$ cat src/design/loader_pkg.sv
// Constants and types of the boot parameter loader
package loader_pkg;
   localparam logic [15:0] AREA_BASE_LARGE = 16'h2ff7;
   localparam logic [15:0] AREA_BASE_SMALL = 16'h0ff7;
   localparam logic [15:0] COUNT_OFFSET = 16'h0005;
   localparam logic [15:0] USER_ENTRY_ADDR = 16'h0000;
   localparam logic [1:0] READ_LAST = 2'h3;
   localparam logic [7:0] COUNT_MIN = 8'h01;
   localparam logic [7:0] COUNT_MAX = 8'h0c;
   localparam logic [7:0] NAD_RESERVED = 8'h00;
   localparam logic [7:0] COUNT_DEFAULT = 8'hff;
   localparam logic [7:0] NAD_DEFAULT = 8'h7f;
   localparam logic [7:0] CHECK_ADD = 8'h01;
   localparam logic [7:0] CHECK_SUM = 8'h00;
   localparam int unsigned DELAY_UNIT_US = 5000;
   localparam int unsigned CLK_MHZ = 20;
   localparam int unsigned DELAY_UNIT_CYCLES = DELAY_UNIT_US * CLK_MHZ;
   localparam logic [3:0] REG_CTRL = 4'h0;
   localparam logic [3:0] REG_STATUS = 4'h4;
   localparam logic [3:0] REG_PARAMS = 4'h8;
   localparam logic [3:0] REG_DELAY = 4'hc;
   localparam int CTRL_RESTART_BIT = 0;
   localparam int ST_DONE_BIT = 0;
   localparam int ST_COUNT_OK_BIT = 1;
   localparam int ST_NAD_OK_BIT = 2;
   localparam int ST_JUMP_BIT = 3;
   localparam int ST_STAY_BIT = 4;
   localparam int ST_BUSY_BIT = 5;
   localparam int PAR_NAD_LSB = 8;
   typedef enum logic [1:0] {VARIANT_LARGE, VARIANT_SMALL, VARIANT_MID, VARIANT_SPARE} variant_t;
   typedef enum {S_IDLE, S_READ, S_CALL, S_EVAL, S_WAIT, S_JUMP, S_DONE} state_t;
endpackage

$ cat src/design/loader_if.sv
// Carriers between the loader and its checker and tick divider
`timescale 1ns/10ps
interface param_if;
   logic [7:0] value;
   logic [7:0] inv;
   logic use_inv;
   logic is_count;
   logic ok;
   modport user_side(output value, inv, use_inv, is_count, input ok);
   modport chk_side(input value, inv, use_inv, is_count, output ok);
endinterface

interface tick_if;
   logic run;
   logic tick;
   modport user_side(output run, input tick);
   modport gen_side(input run, output tick);
endinterface

$ cat src/design/boot_param_loader.sv
// Boot parameter loader with Avalon-MM register slave
//
// Added by the designer: the register offsets and the Avalon-MM slave port.
`timescale 1ns/10ps
module boot_param_loader #(
   parameter int unsigned TICK_CYCLES = loader_pkg::DELAY_UNIT_CYCLES
) (
   input wire logic mclk_i,
   input wire logic rstn_i,
   input wire logic [3:0] avs_address_i,
   input wire logic avs_read_i,
   input wire logic avs_write_i,
   input wire logic [31:0] avs_writedata_i,
   output logic [31:0] avs_readdata_o,
   output logic avs_waitrequest_o,
   input wire logic [1:0] variant_i,
   input wire logic flash_protected_i,
   input wire logic password_lsb_i,
   output logic [15:0] flash_addr_o,
   output logic flash_rd_o,
   input wire logic [7:0] flash_rdata_i,
   input wire logic flash_rvalid_i,
   output logic routine_call_o,
   output logic [15:0] routine_addr_o,
   input wire logic routine_done_i,
   input wire logic [7:0] working_reg_six_i,
   input wire logic [7:0] working_reg_seven_i,
   output logic done_o,
   output logic [7:0] count_o,
   output logic [7:0] diag_node_address_o,
   output logic jump_user_o,
   output logic [15:0] jump_addr_o,
   output logic stay_boot_o,
   input wire logic frame_valid_i,
   input wire logic [7:0] frame_nad_i,
   output logic frame_accept_o,
   output logic frame_ignore_o
);
   import loader_pkg::*;

   ////////////////////////////////////////////////////////////////////////////////
   // Submodules
   param_if pif[2] ();
   tick_if tif ();
   genvar gi;
   generate
      for (gi = 0; gi < 2; gi++) begin : g_chk
         param_check u_chk (
            .p(pif[gi])
         );
      end
   endgenerate
   tick_gen #(
      .TICK_CYCLES(TICK_CYCLES)
   ) u_tick (
      .mclk_i(mclk_i),
      .rstn_i(rstn_i),
      .t(tif)
   );

   ////////////////////////////////////////////////////////////////////////////////
   // State
   state_t state_reg;
   state_t state_next;
   variant_t variant_reg;
   logic start_reg;
   logic [1:0] idx_reg;
   logic [7:0] byte_reg [4];
   logic use_inv_reg;
   logic force_def_reg;
   logic [7:0] units_reg;
   logic count_ok_reg;
   logic nad_ok_reg;
   logic jumped_reg;
   logic wait_reg;
   logic [31:0] rdata_reg;
   logic done_reg;
   logic [7:0] count_reg;
   logic [7:0] nad_reg;
   logic stay_reg;
   logic jump_reg;
   logic flash_rd_reg;
   logic call_reg;
   logic accept_reg;
   logic ignore_reg;

   ////////////////////////////////////////////////////////////////////////////////
   // Decoding
   wire bus_req;
   wire bus_take;
   wire wr_take;
   wire restart_wr;
   wire [15:0] area_base;
   wire [15:0] read_addr;
   wire count_ok;
   wire nad_ok;
   wire [7:0] count_final;
   wire [7:0] nad_final;
   wire read_last;
   wire [31:0] status_word;
   wire [31:0] rd_mux;
   wire nad_match;
   variant_t variant_now;

   assign bus_req = avs_read_i || avs_write_i;
   assign bus_take = bus_req && !wait_reg;
   assign wr_take = bus_take && avs_write_i;
   assign restart_wr = wr_take && (avs_address_i == REG_CTRL)
                       && avs_writedata_i[CTRL_RESTART_BIT];
   assign variant_now = variant_t'(variant_i);
   assign area_base = (variant_reg == VARIANT_SMALL) ? AREA_BASE_SMALL : AREA_BASE_LARGE;
   assign read_addr = area_base + COUNT_OFFSET + {14'h0000, idx_reg};
   assign read_last = (idx_reg == READ_LAST);

   assign pif[0].value = byte_reg[0];
   assign pif[0].inv = byte_reg[1];
   assign pif[0].use_inv = use_inv_reg;
   assign pif[0].is_count = 1'b1;
   assign pif[1].value = byte_reg[2];
   assign pif[1].inv = byte_reg[3];
   assign pif[1].use_inv = use_inv_reg;
   assign pif[1].is_count = 1'b0;
   assign count_ok = pif[0].ok && !force_def_reg;
   assign nad_ok = pif[1].ok && !force_def_reg;
   assign count_final = count_ok ? byte_reg[0] : COUNT_DEFAULT;
   assign nad_final = nad_ok ? byte_reg[2] : NAD_DEFAULT;

   assign tif.run = (state_reg == S_WAIT);

   assign status_word = {26'h0000000, (state_reg != S_DONE), stay_reg, jumped_reg,
                         nad_ok_reg, count_ok_reg, done_reg};
   assign rd_mux = (avs_address_i == REG_STATUS) ? status_word :
                   (avs_address_i == REG_PARAMS) ? {16'h0000, nad_reg, count_reg} :
                   (avs_address_i == REG_DELAY) ? {24'h000000, units_reg} :
                   32'h00000000;
   assign nad_match = (frame_nad_i == nad_reg);

   ////////////////////////////////////////////////////////////////////////////////
   // Sequence
   always_comb begin
      state_next = state_reg;
      unique case (state_reg)
         S_IDLE: begin
            if (variant_reg == VARIANT_MID) begin
               state_next = S_EVAL;
            end else if (flash_protected_i) begin
               state_next = password_lsb_i ? S_CALL : S_EVAL;
            end else begin
               state_next = S_READ;
            end
         end
         S_READ: begin
            if (flash_rvalid_i && read_last) begin
               state_next = S_EVAL;
            end
         end
         S_CALL: begin
            if (routine_done_i) begin
               state_next = S_EVAL;
            end
         end
         // Valid count waits, else stay in boot
         S_EVAL: begin
            state_next = count_ok ? S_WAIT : S_DONE;
         end
         S_WAIT: begin
            if (units_reg == 8'h00) begin
               state_next = S_JUMP;
            end
         end
         S_JUMP: begin
            state_next = S_DONE;
         end
         S_DONE: begin
            state_next = S_DONE;
         end
      endcase
      if (start_reg) begin
         state_next = S_IDLE;
      end
   end

   always_ff @(posedge mclk_i) begin
      if (!rstn_i) begin
         state_reg <= S_IDLE;
         start_reg <= 1'b1;
      end else begin
         state_reg <= state_next;
         start_reg <= restart_wr;
      end
   end

   // Strap capture and parameter source
   always_ff @(posedge mclk_i) begin
      if (!rstn_i) begin
         variant_reg <= VARIANT_LARGE;
         use_inv_reg <= 1'b1;
         force_def_reg <= 1'b0;
      end else if (start_reg) begin
         variant_reg <= variant_now;
      end else if (state_reg == S_IDLE) begin
         force_def_reg <= (variant_reg == VARIANT_MID) || (flash_protected_i && !password_lsb_i);
         // Routine values get range check only
         use_inv_reg <= !flash_protected_i;
      end
   end

   // Byte capture from flash or routine
   always_ff @(posedge mclk_i) begin
      if (!rstn_i) begin
         idx_reg <= 2'h0;
         for (int i = 0; i < 4; i++) begin
            byte_reg[i] <= 8'h00;
         end
      end else if (state_reg == S_IDLE) begin
         idx_reg <= 2'h0;
      end else if (state_reg == S_READ && flash_rvalid_i) begin
         byte_reg[idx_reg] <= flash_rdata_i;
         idx_reg <= idx_reg + 2'h1;
      end else if (state_reg == S_CALL && routine_done_i) begin
         byte_reg[0] <= working_reg_six_i;
         byte_reg[2] <= working_reg_seven_i;
      end
   end

   // Flash read strobe held across all four reads until the last byte returns
   always_ff @(posedge mclk_i) begin
      if (!rstn_i) begin
         flash_rd_reg <= 1'b0;
         call_reg <= 1'b0;
      end else begin
         flash_rd_reg <= (state_next == S_READ) && !(state_reg == S_READ && flash_rvalid_i
                         && read_last);
         call_reg <= (state_next == S_CALL);
      end
   end

   // Results and delay
   always_ff @(posedge mclk_i) begin
      if (!rstn_i) begin
         done_reg <= 1'b0;
         count_reg <= COUNT_DEFAULT;
         nad_reg <= NAD_DEFAULT;
         count_ok_reg <= 1'b0;
         nad_ok_reg <= 1'b0;
         units_reg <= 8'h00;
         stay_reg <= 1'b0;
         jump_reg <= 1'b0;
         jumped_reg <= 1'b0;
      end else begin
         jump_reg <= (state_reg == S_JUMP);
         if (start_reg) begin
            done_reg <= 1'b0;
            stay_reg <= 1'b0;
            jumped_reg <= 1'b0;
         end else if (state_reg == S_EVAL) begin
            done_reg <= 1'b1;
            count_reg <= count_final;
            nad_reg <= nad_final;
            count_ok_reg <= count_ok;
            nad_ok_reg <= nad_ok;
            units_reg <= count_final - COUNT_MIN;
            stay_reg <= !count_ok;
         end else if (state_reg == S_WAIT && tif.tick && units_reg != 8'h00) begin
            units_reg <= units_reg - 8'h01;
         end else if (state_reg == S_JUMP) begin
            jumped_reg <= 1'b1;
         end
      end
   end

   ////////////////////////////////////////////////////////////////////////////////
   // Frame address filter
   always_ff @(posedge mclk_i) begin
      if (!rstn_i) begin
         accept_reg <= 1'b0;
         ignore_reg <= 1'b0;
      end else begin
         accept_reg <= frame_valid_i && done_reg && nad_match;
         ignore_reg <= frame_valid_i && !(done_reg && nad_match);
      end
   end

   ////////////////////////////////////////////////////////////////////////////////
   // Avalon-MM slave
   always_ff @(posedge mclk_i) begin
      if (!rstn_i) begin
         wait_reg <= 1'b1;
         rdata_reg <= 32'h00000000;
      end else begin
         wait_reg <= !(bus_req && wait_reg);
         if (bus_req && wait_reg && avs_read_i) begin
            rdata_reg <= rd_mux;
         end
      end
   end

   assign avs_readdata_o = rdata_reg;
   assign avs_waitrequest_o = wait_reg;
   assign flash_addr_o = read_addr;
   assign flash_rd_o = flash_rd_reg;
   assign routine_call_o = call_reg;
   assign routine_addr_o = area_base;
   assign done_o = done_reg;
   assign count_o = count_reg;
   assign diag_node_address_o = nad_reg;
   assign jump_user_o = jump_reg;
   assign jump_addr_o = USER_ENTRY_ADDR;
   assign stay_boot_o = stay_reg;
   assign frame_accept_o = accept_reg;
   assign frame_ignore_o = ignore_reg;
endmodule

$ cat src/design/param_check.sv
// Complement and range check of one parameter byte
`timescale 1ns/10ps
module param_check (
   param_if.chk_side p
);
   import loader_pkg::*;
   wire [7:0] sum;
   wire inv_ok;
   wire range_ok;
   assign sum = p.value + p.inv + CHECK_ADD;
   assign inv_ok = !p.use_inv || (sum == CHECK_SUM);
   assign range_ok = p.is_count ? (p.value >= COUNT_MIN && p.value <= COUNT_MAX)
                                : (p.value != NAD_RESERVED);
   assign p.ok = inv_ok && range_ok;
endmodule

$ cat src/design/tick_gen.sv
// Divider giving a one-cycle pulse per delay unit
`timescale 1ns/10ps
module tick_gen #(
   parameter int unsigned TICK_CYCLES = 100000
) (
   input wire logic mclk_i,
   input wire logic rstn_i,
   tick_if.gen_side t
);
   logic [16:0] cnt_reg;
   logic tick_reg;
   wire at_end;
   assign at_end = (cnt_reg == 17'(TICK_CYCLES - 1));
   assign t.tick = tick_reg;
   always_ff @(posedge mclk_i) begin
      if (!rstn_i || !t.run) begin
         cnt_reg <= 17'h00000;
         tick_reg <= 1'b0;
      end else begin
         cnt_reg <= at_end ? 17'h00000 : cnt_reg + 17'h00001;
         tick_reg <= at_end;
      end
   end
endmodule

$ cat config.mk
export PLATFORM = sky130hd
export DESIGN_NAME = boot_param_loader
export DESIGN_NICKNAME = d
export VERILOG_FILES = /design/src/design/loader_pkg.sv /design/src/design/loader_if.sv /design/src/design/boot_param_loader.sv /design/src/design/param_check.sv /design/src/design/tick_gen.sv
export SDC_FILE = /design/constraint.sdc
export NUM_CORES = 1
export LEC_CHECK = 0
export BUFFER_PORTS_ARGS = -buffer_cell sky130_fd_sc_hd__buf_4
export CAP_MARGIN = 15
export CORE_MARGIN = 3
export CORE_UTILIZATION = 40
export DETAILED_ROUTE_END_ITERATION = 10
export PLACE_DENSITY = 0.64
export SLEW_MARGIN = 30
export SYNTH_ARGS = -nofsm -noshare
export SYNTH_HDL_FRONTEND = slang
export SYNTH_SLANG_ARGS = --single-unit
$ cat constraint.sdc
create_clock -name mclk_i -period 5 [get_ports mclk_i]
set_clock_uncertainty 0.05 [all_clocks]
set_input_delay 1 -clock mclk_i [delete_from_list [all_inputs] [get_ports mclk_i]]
set_output_delay 1 -clock mclk_i [all_outputs]
set_load 0.005 [all_outputs]
# Yosys cells after proc, flatten, opt, wreduce, memory -nomap -nowiden
# Memory sizes are Yosys's and may differ from the RTL's.
# Cells that the tools add are included.
[totals] n_memories=1 ram_bits=32 regBits=124 word_cells=153 output_inout_bits=104 inputBits=79
[classes] mux=32 n_reduce_logical=57 n_lt_le_gt_ge=2 bitwise=6 n_addsub=10 eq_ne=22
[mem_list] name="byte_reg" depth=4 width=8 read_ports=4 rd_ports_with_merged_regs=0 wr=4 line="boot_param_loader.sv:68" rtl="logic [7:0] byte_reg [4];"
[ops] cell="equality test 32 x 3 -> 1 bit, second input constant" count=6
[ops] cell="one-hot mux 32 bit (6 select lines)" count=1
[ops] cell="equality test 32 x 2 -> 1 bit, second input constant" count=4
[ops] cell="2-to-1 mux 32 bit" count=4
[ops] cell="equality test 32 x 4 -> 1 bit, second input constant" count=2
[ops] cell="logical NOT 32 bit" count=2
[ops] cell="2-to-1 mux 8 bit" count=8
[ops] cell="equality test 32 x 1 -> 1 bit, second input constant" count=1
[ops] cell="2-to-1 mux 16 bit" count=2
[ops] cell="inequality test 32 x 4 -> 1 bit, second input constant" count=1
[ops] cell="logical NOT 8 bit" count=3
[ops] cell="logical AND 1 bit" count=23
[ops] cell="adder 17 x 1 -> 17 bit, second input constant" count=1
[ops] cell="equality test 17 bit, second input constant" count=1
[ops] cell="adder 15 x 2 -> 16 bit" count=1
[ops] cell="adder 8 x 1 -> 8 bit, second input constant" count=2
[ops] cell="adder 8 bit" count=2
[ops] cell="nonzero test 8 bit" count=2
[ops] cell="subtractor 8 x 1 -> 8 bit, second input constant" count=2
[ops] cell="adder 14 x 3 -> 15 bit, second input constant" count=1
[ops] cell="2-to-1 mux 14 bit" count=1
[ops] cell="2-to-1 mux 1 bit" count=12
[ops] cell="logical NOT 1 bit" count=11
[ops] cell="equality test 4 bit, second input constant" count=2
[ops] cell="other kinds (17)" count=34

# Longest topological paths before layout
# An unclocked memory read counts as a cell.
[depth] word_depth=12 depth_mapped=15 ltp_nobuf=15

# Modules after synthesis
# Synthesis repeated with hierarchy kept, for this count alone.
[hier_totals] hier_cells=736 hier_area_um2=7045.5
[by_module_without_submodules] mod="boot_param_loader" cells_each=557 seq_area_each_um2=2762.6 instances=1 area_per_inst_um2=5540.3
[by_module_without_submodules] mod="tick_gen" cells_each=85 seq_area_each_um2=360.3 instances=1 area_per_inst_um2=817.0
[by_module_without_submodules] mod="param_check" cells_each=47 seq_area_each_um2=0.0 instances=2 area_per_inst_um2=344.1

# Worst setup path before layout
# Ideal clock, no wire load.
[synth_path] kind="reg-to-reg" startpoint="memory byte_reg[0][2]" endpoint="register units_reg[4]" setup_time_ns=0.126 synth_period_minus_slack_ns=3.140 stages_incl_launch_ff=15 setup_slack_ns=1.860 path_buffers=0 t_required_ns=4.824 t_arrival_ns=2.964 cell_sequence="edfxtp_1 > ha_1 > o21ai_0 > a21oi_1 > a2111oi_0 > nor2_1 > o31ai_4 > nand3_4 > or3_1 > o21ai_1 > ha_1 > nor2b_1 > nand4_1 > o311ai_1 > a21oi_1"
[synth_lines] element="start, declared" line="boot_param_loader.sv:68"
[synth_lines] element="end signal, assigned" line="boot_param_loader.sv:262" rtl="units_reg <= count_final - COUNT_MIN;"
[synth_lines] element="end signal, assigned" line="boot_param_loader.sv:265" rtl="units_reg <= units_reg - 8'h01;"
[synth_lines] element="end, declared" line="boot_param_loader.sv:71" rtl="logic [7:0] units_reg;"

==> flow_summary.yaml <==
outcome:
  status: "completed"
drt:
  drtIter0Drc: 269
  drc: 0
  post_drt_wl_per_cell_um: 13.9
  vias: 5072
  ant_nets: 0
  drt-pass1-iter-count: 7
  wl_mm: 14.5
  vias_per_cell: 4.89
flow_run:
  maxCapViolCount: 0
synthesis:
  yosys-top-cells-area: "dfxtp_1 33%, edfxtp_1 14%, buf_4 6.9%"
  synth_area_um2: 6640
  yosysSeqAreaShare_pct: 47.1
  synth_cell_types: 67
  synthFlopType: "dfxtp_1"
  synth_warnings: 0
  synth_largest_area_cell: "dfxtp_1"
  ys_async_sr_fraction_pct: 0
  synth_top_area_share_pct: 32.6
  synth-edff-count: 32
  syn_inst: 698
  synth-seq-cells: 140
  synth_area_per_cell_um2: 9.51
clock_tree:
  clk_latency_ns: 0.41
  clock-sinks: 140
  numCtsBuffers: 17
  cts-root-buf: "clkbuf_16"
  cts_resized: 0
  post_cts_buffers: 0
  clk_pin_slew_ns: 0.06
  clk_path_buf_depth: 2
  cts_hold_buf: 0
  htree_levels: 4
  cts_tree: "done"
power_and_ir_drop:
  p_leak_nw: 3.25
  irDropWorstVdd_v: 0.000237
  powerDensity_nw_per_um2: 323
  p_total_mw: 2.56
timing:
  hold_viol_final: 0
  finalSetupViolCount: 0
  fin_crit_sh_pct: 71.5
  fin_crit_ns: 3.57
  final.setup.tns_ns: 0
  rsz0062_at_grt: "false"
  worst_pin_slew_ns: 0.708
  maxSlewHeadroom_pct: 52.6
  timing.fmax_mhz: 280
  report.final.slew_viol_count: 0
floorplanning:
  initial_core_util_pct: 41.3
  dieWidth_um: 135
  die-area_um2: 18200
  rows: 46
  chipHeight_um: 135
  coreArea_um2: 16100
  io_pins: 183
grt:
  gr-total-overflow: 0
  antenna_found_initial: 0
  grt_pass1_wl_mm: 23.7
  track_usage_pct: 16.3
  grt_max_degree: 31
  grt_pass1_vias: 4815
cells_and_area:
  area_growth_pct: 19.4
  design_area_um2: 7930
  layout.nets: 908
  fillers: 1540
  diodes: 0
  layout-drive-gt1-share_pct: 16.8
  fin_cells: 1038
  utilization_pct: 49.4
setup_path:
  critPathLaunchType: "register"
  crit_fanout: 10
  cp-end-kind: "register"
  criticalPathCategory: "reg -> reg"
  worstPathArrival_ns: 3.84
  worstPathRequired_ns: 5.27
placement:
  gp_congestion: 0.842
  dp.final_hpwl_mm: 10.8
  postPlaceCellArea_um2: 7360
  dp.cells: 1006
  io_buffers: 91
hold_path:
  worst_hold_path_type: "reg -> reg"
[layout by cell type, fill, tap and decap left out, types with 3 or more instances in the layout]
cell	count
nor2b_1	13
o22a_1	7
clkinv_2	6
nor2_1	85
ha_1	20
nand2_1	39
and3_1	24
nor4_1	13
nand4_1	5
a211oi_1	3
nand3_1	20
nand4b_1	3
a21oi_1	26
o21a_1	3
dfxtp_1	108
conb_1	89
a22o_1	16
xnor2_1	16
clkbuf_16	17
mux2i_1	4
inv_1	14
or3_1	4
and2_1	7
mux2_2	3
o21ai_1	4
a22oi_1	14
nand2b_1	10
xor2_1	14
a31oi_1	6
buf_4	93
a311oi_1	3
o21ai_0	22
a21o_1	7
o31ai_1	6
o211ai_1	5
edfxtp_1	32
nor3_1	19
[critical path: stages, from the launching register on]
cell and delay, ns:
edfxtp_1 0.48, ha_1 0.37, o21ai_0 0.16, a21oi_1 0.09
a2111oi_0 0.33, nor2_1 0.14, o31ai_4 0.35, nand3_4 0.19
or3_1 0.40, o21ai_1 0.09, ha_1 0.31, and3_1 0.19
o21ai_1 0.05, a311oi_1 0.27
[worst paths after layout]
path	from	end	slack, ns	cells after the start
worst min register to register	avs_waitrequest_o	avs_waitrequest_o	0.42	1
worst min-delay path	avs_waitrequest_o	avs_waitrequest_o	0.42	1
worst max register to register	byte_reg[0][2]	units_reg[6]	1.43	13
worst max-delay path	byte_reg[0][2]	units_reg[6]	1.43	13
[final cells by class]
class,count,area (µm²),area share (%)
Multi-Input combinational cell,543,3210,40.5
Sequential cell,140,3120,39.4
Clock inverter,12,121,1.53
Clock buffer,20,447,5.64
Timing Repair Buffer,93,698,8.81
Tap cell,216,270,3.41
Inverter,14,52.6,0.663
[cell usage after synthesis, types with 4 or more instances]
cell type / number
and3_1: 24
clkbuf_1: 16
mux2i_1: 4
inv_1: 14
nand3_1: 20
o21ai_0: 22
o211ai_1: 5
and2_1: 7
nor4_1: 13
o22a_1: 7
xor2_1: 14
nor2b_1: 13
o31ai_1: 6
o21ai_1: 4
buf_4: 61
xnor2_1: 16
dfxtp_1: 108
nor3_1: 19
ha_1: 20
nand4_1: 5
nand2_1: 39
a21o_1: 7
a31oi_1: 6
a22o_1: 16
a22oi_1: 14
nand2b_1: 10
nor2_1: 86
buf_2: 8
or3_1: 4
edfxtp_1: 32
a21oi_1: 26
[metrics by stage]
stage / setup slack (ns) / hold WS, ns
finish: 1.43 / 0.421
global route: 1.11 / 0.438
CTS: 1.43 / 0.424
detailed placement: 1.45 / 0.410
global placement: 1.44 / 0.402
floorplan: 1.86 / 0.377
[power by group]
group          total (mW)  internal, mW  switching [mW]
logic               0.153        0.0664          0.0866
clock network        1.20         0.743           0.460
registers            1.21          1.19          0.0198
total                2.56          1.99           0.567
[cells by family (layout without fill, tap and decap cells)]
| kind of cell | after synthesis | after routing | share of synthesized area, % |
|---|---|---|---|
| adders and majority gates | 20 | 20 | 3.77 |
| muxes | 7 | 7 | 1.11 |
| AOI/OAI and AO/OA | 137 | 137 | 14.5 |
| xor gates and xnor gates | 31 | 31 | 4.20 |
| and+or+nand+nor | 259 | 259 | 19.7 |
| other | 2 | 89 | 0.113 |
| DFF | 140 | 140 | 47.1 |
| buffers and inverters | 102 | 139 | 9.48 |
[per-layer routing]
metal / global-route usage [%] / part of all wire [%] / vias to the layer above
met4: 5.37 / 1.7 / 0
met3: 5.07 / 6.9 / 21
met5: 0 / 0 / -
li1: - / - / 2564
met2: 25.7 / 46 / 156
met1: 21.3 / 45 / 2331
No activity file was read; power rests on OpenSTA's default activity.
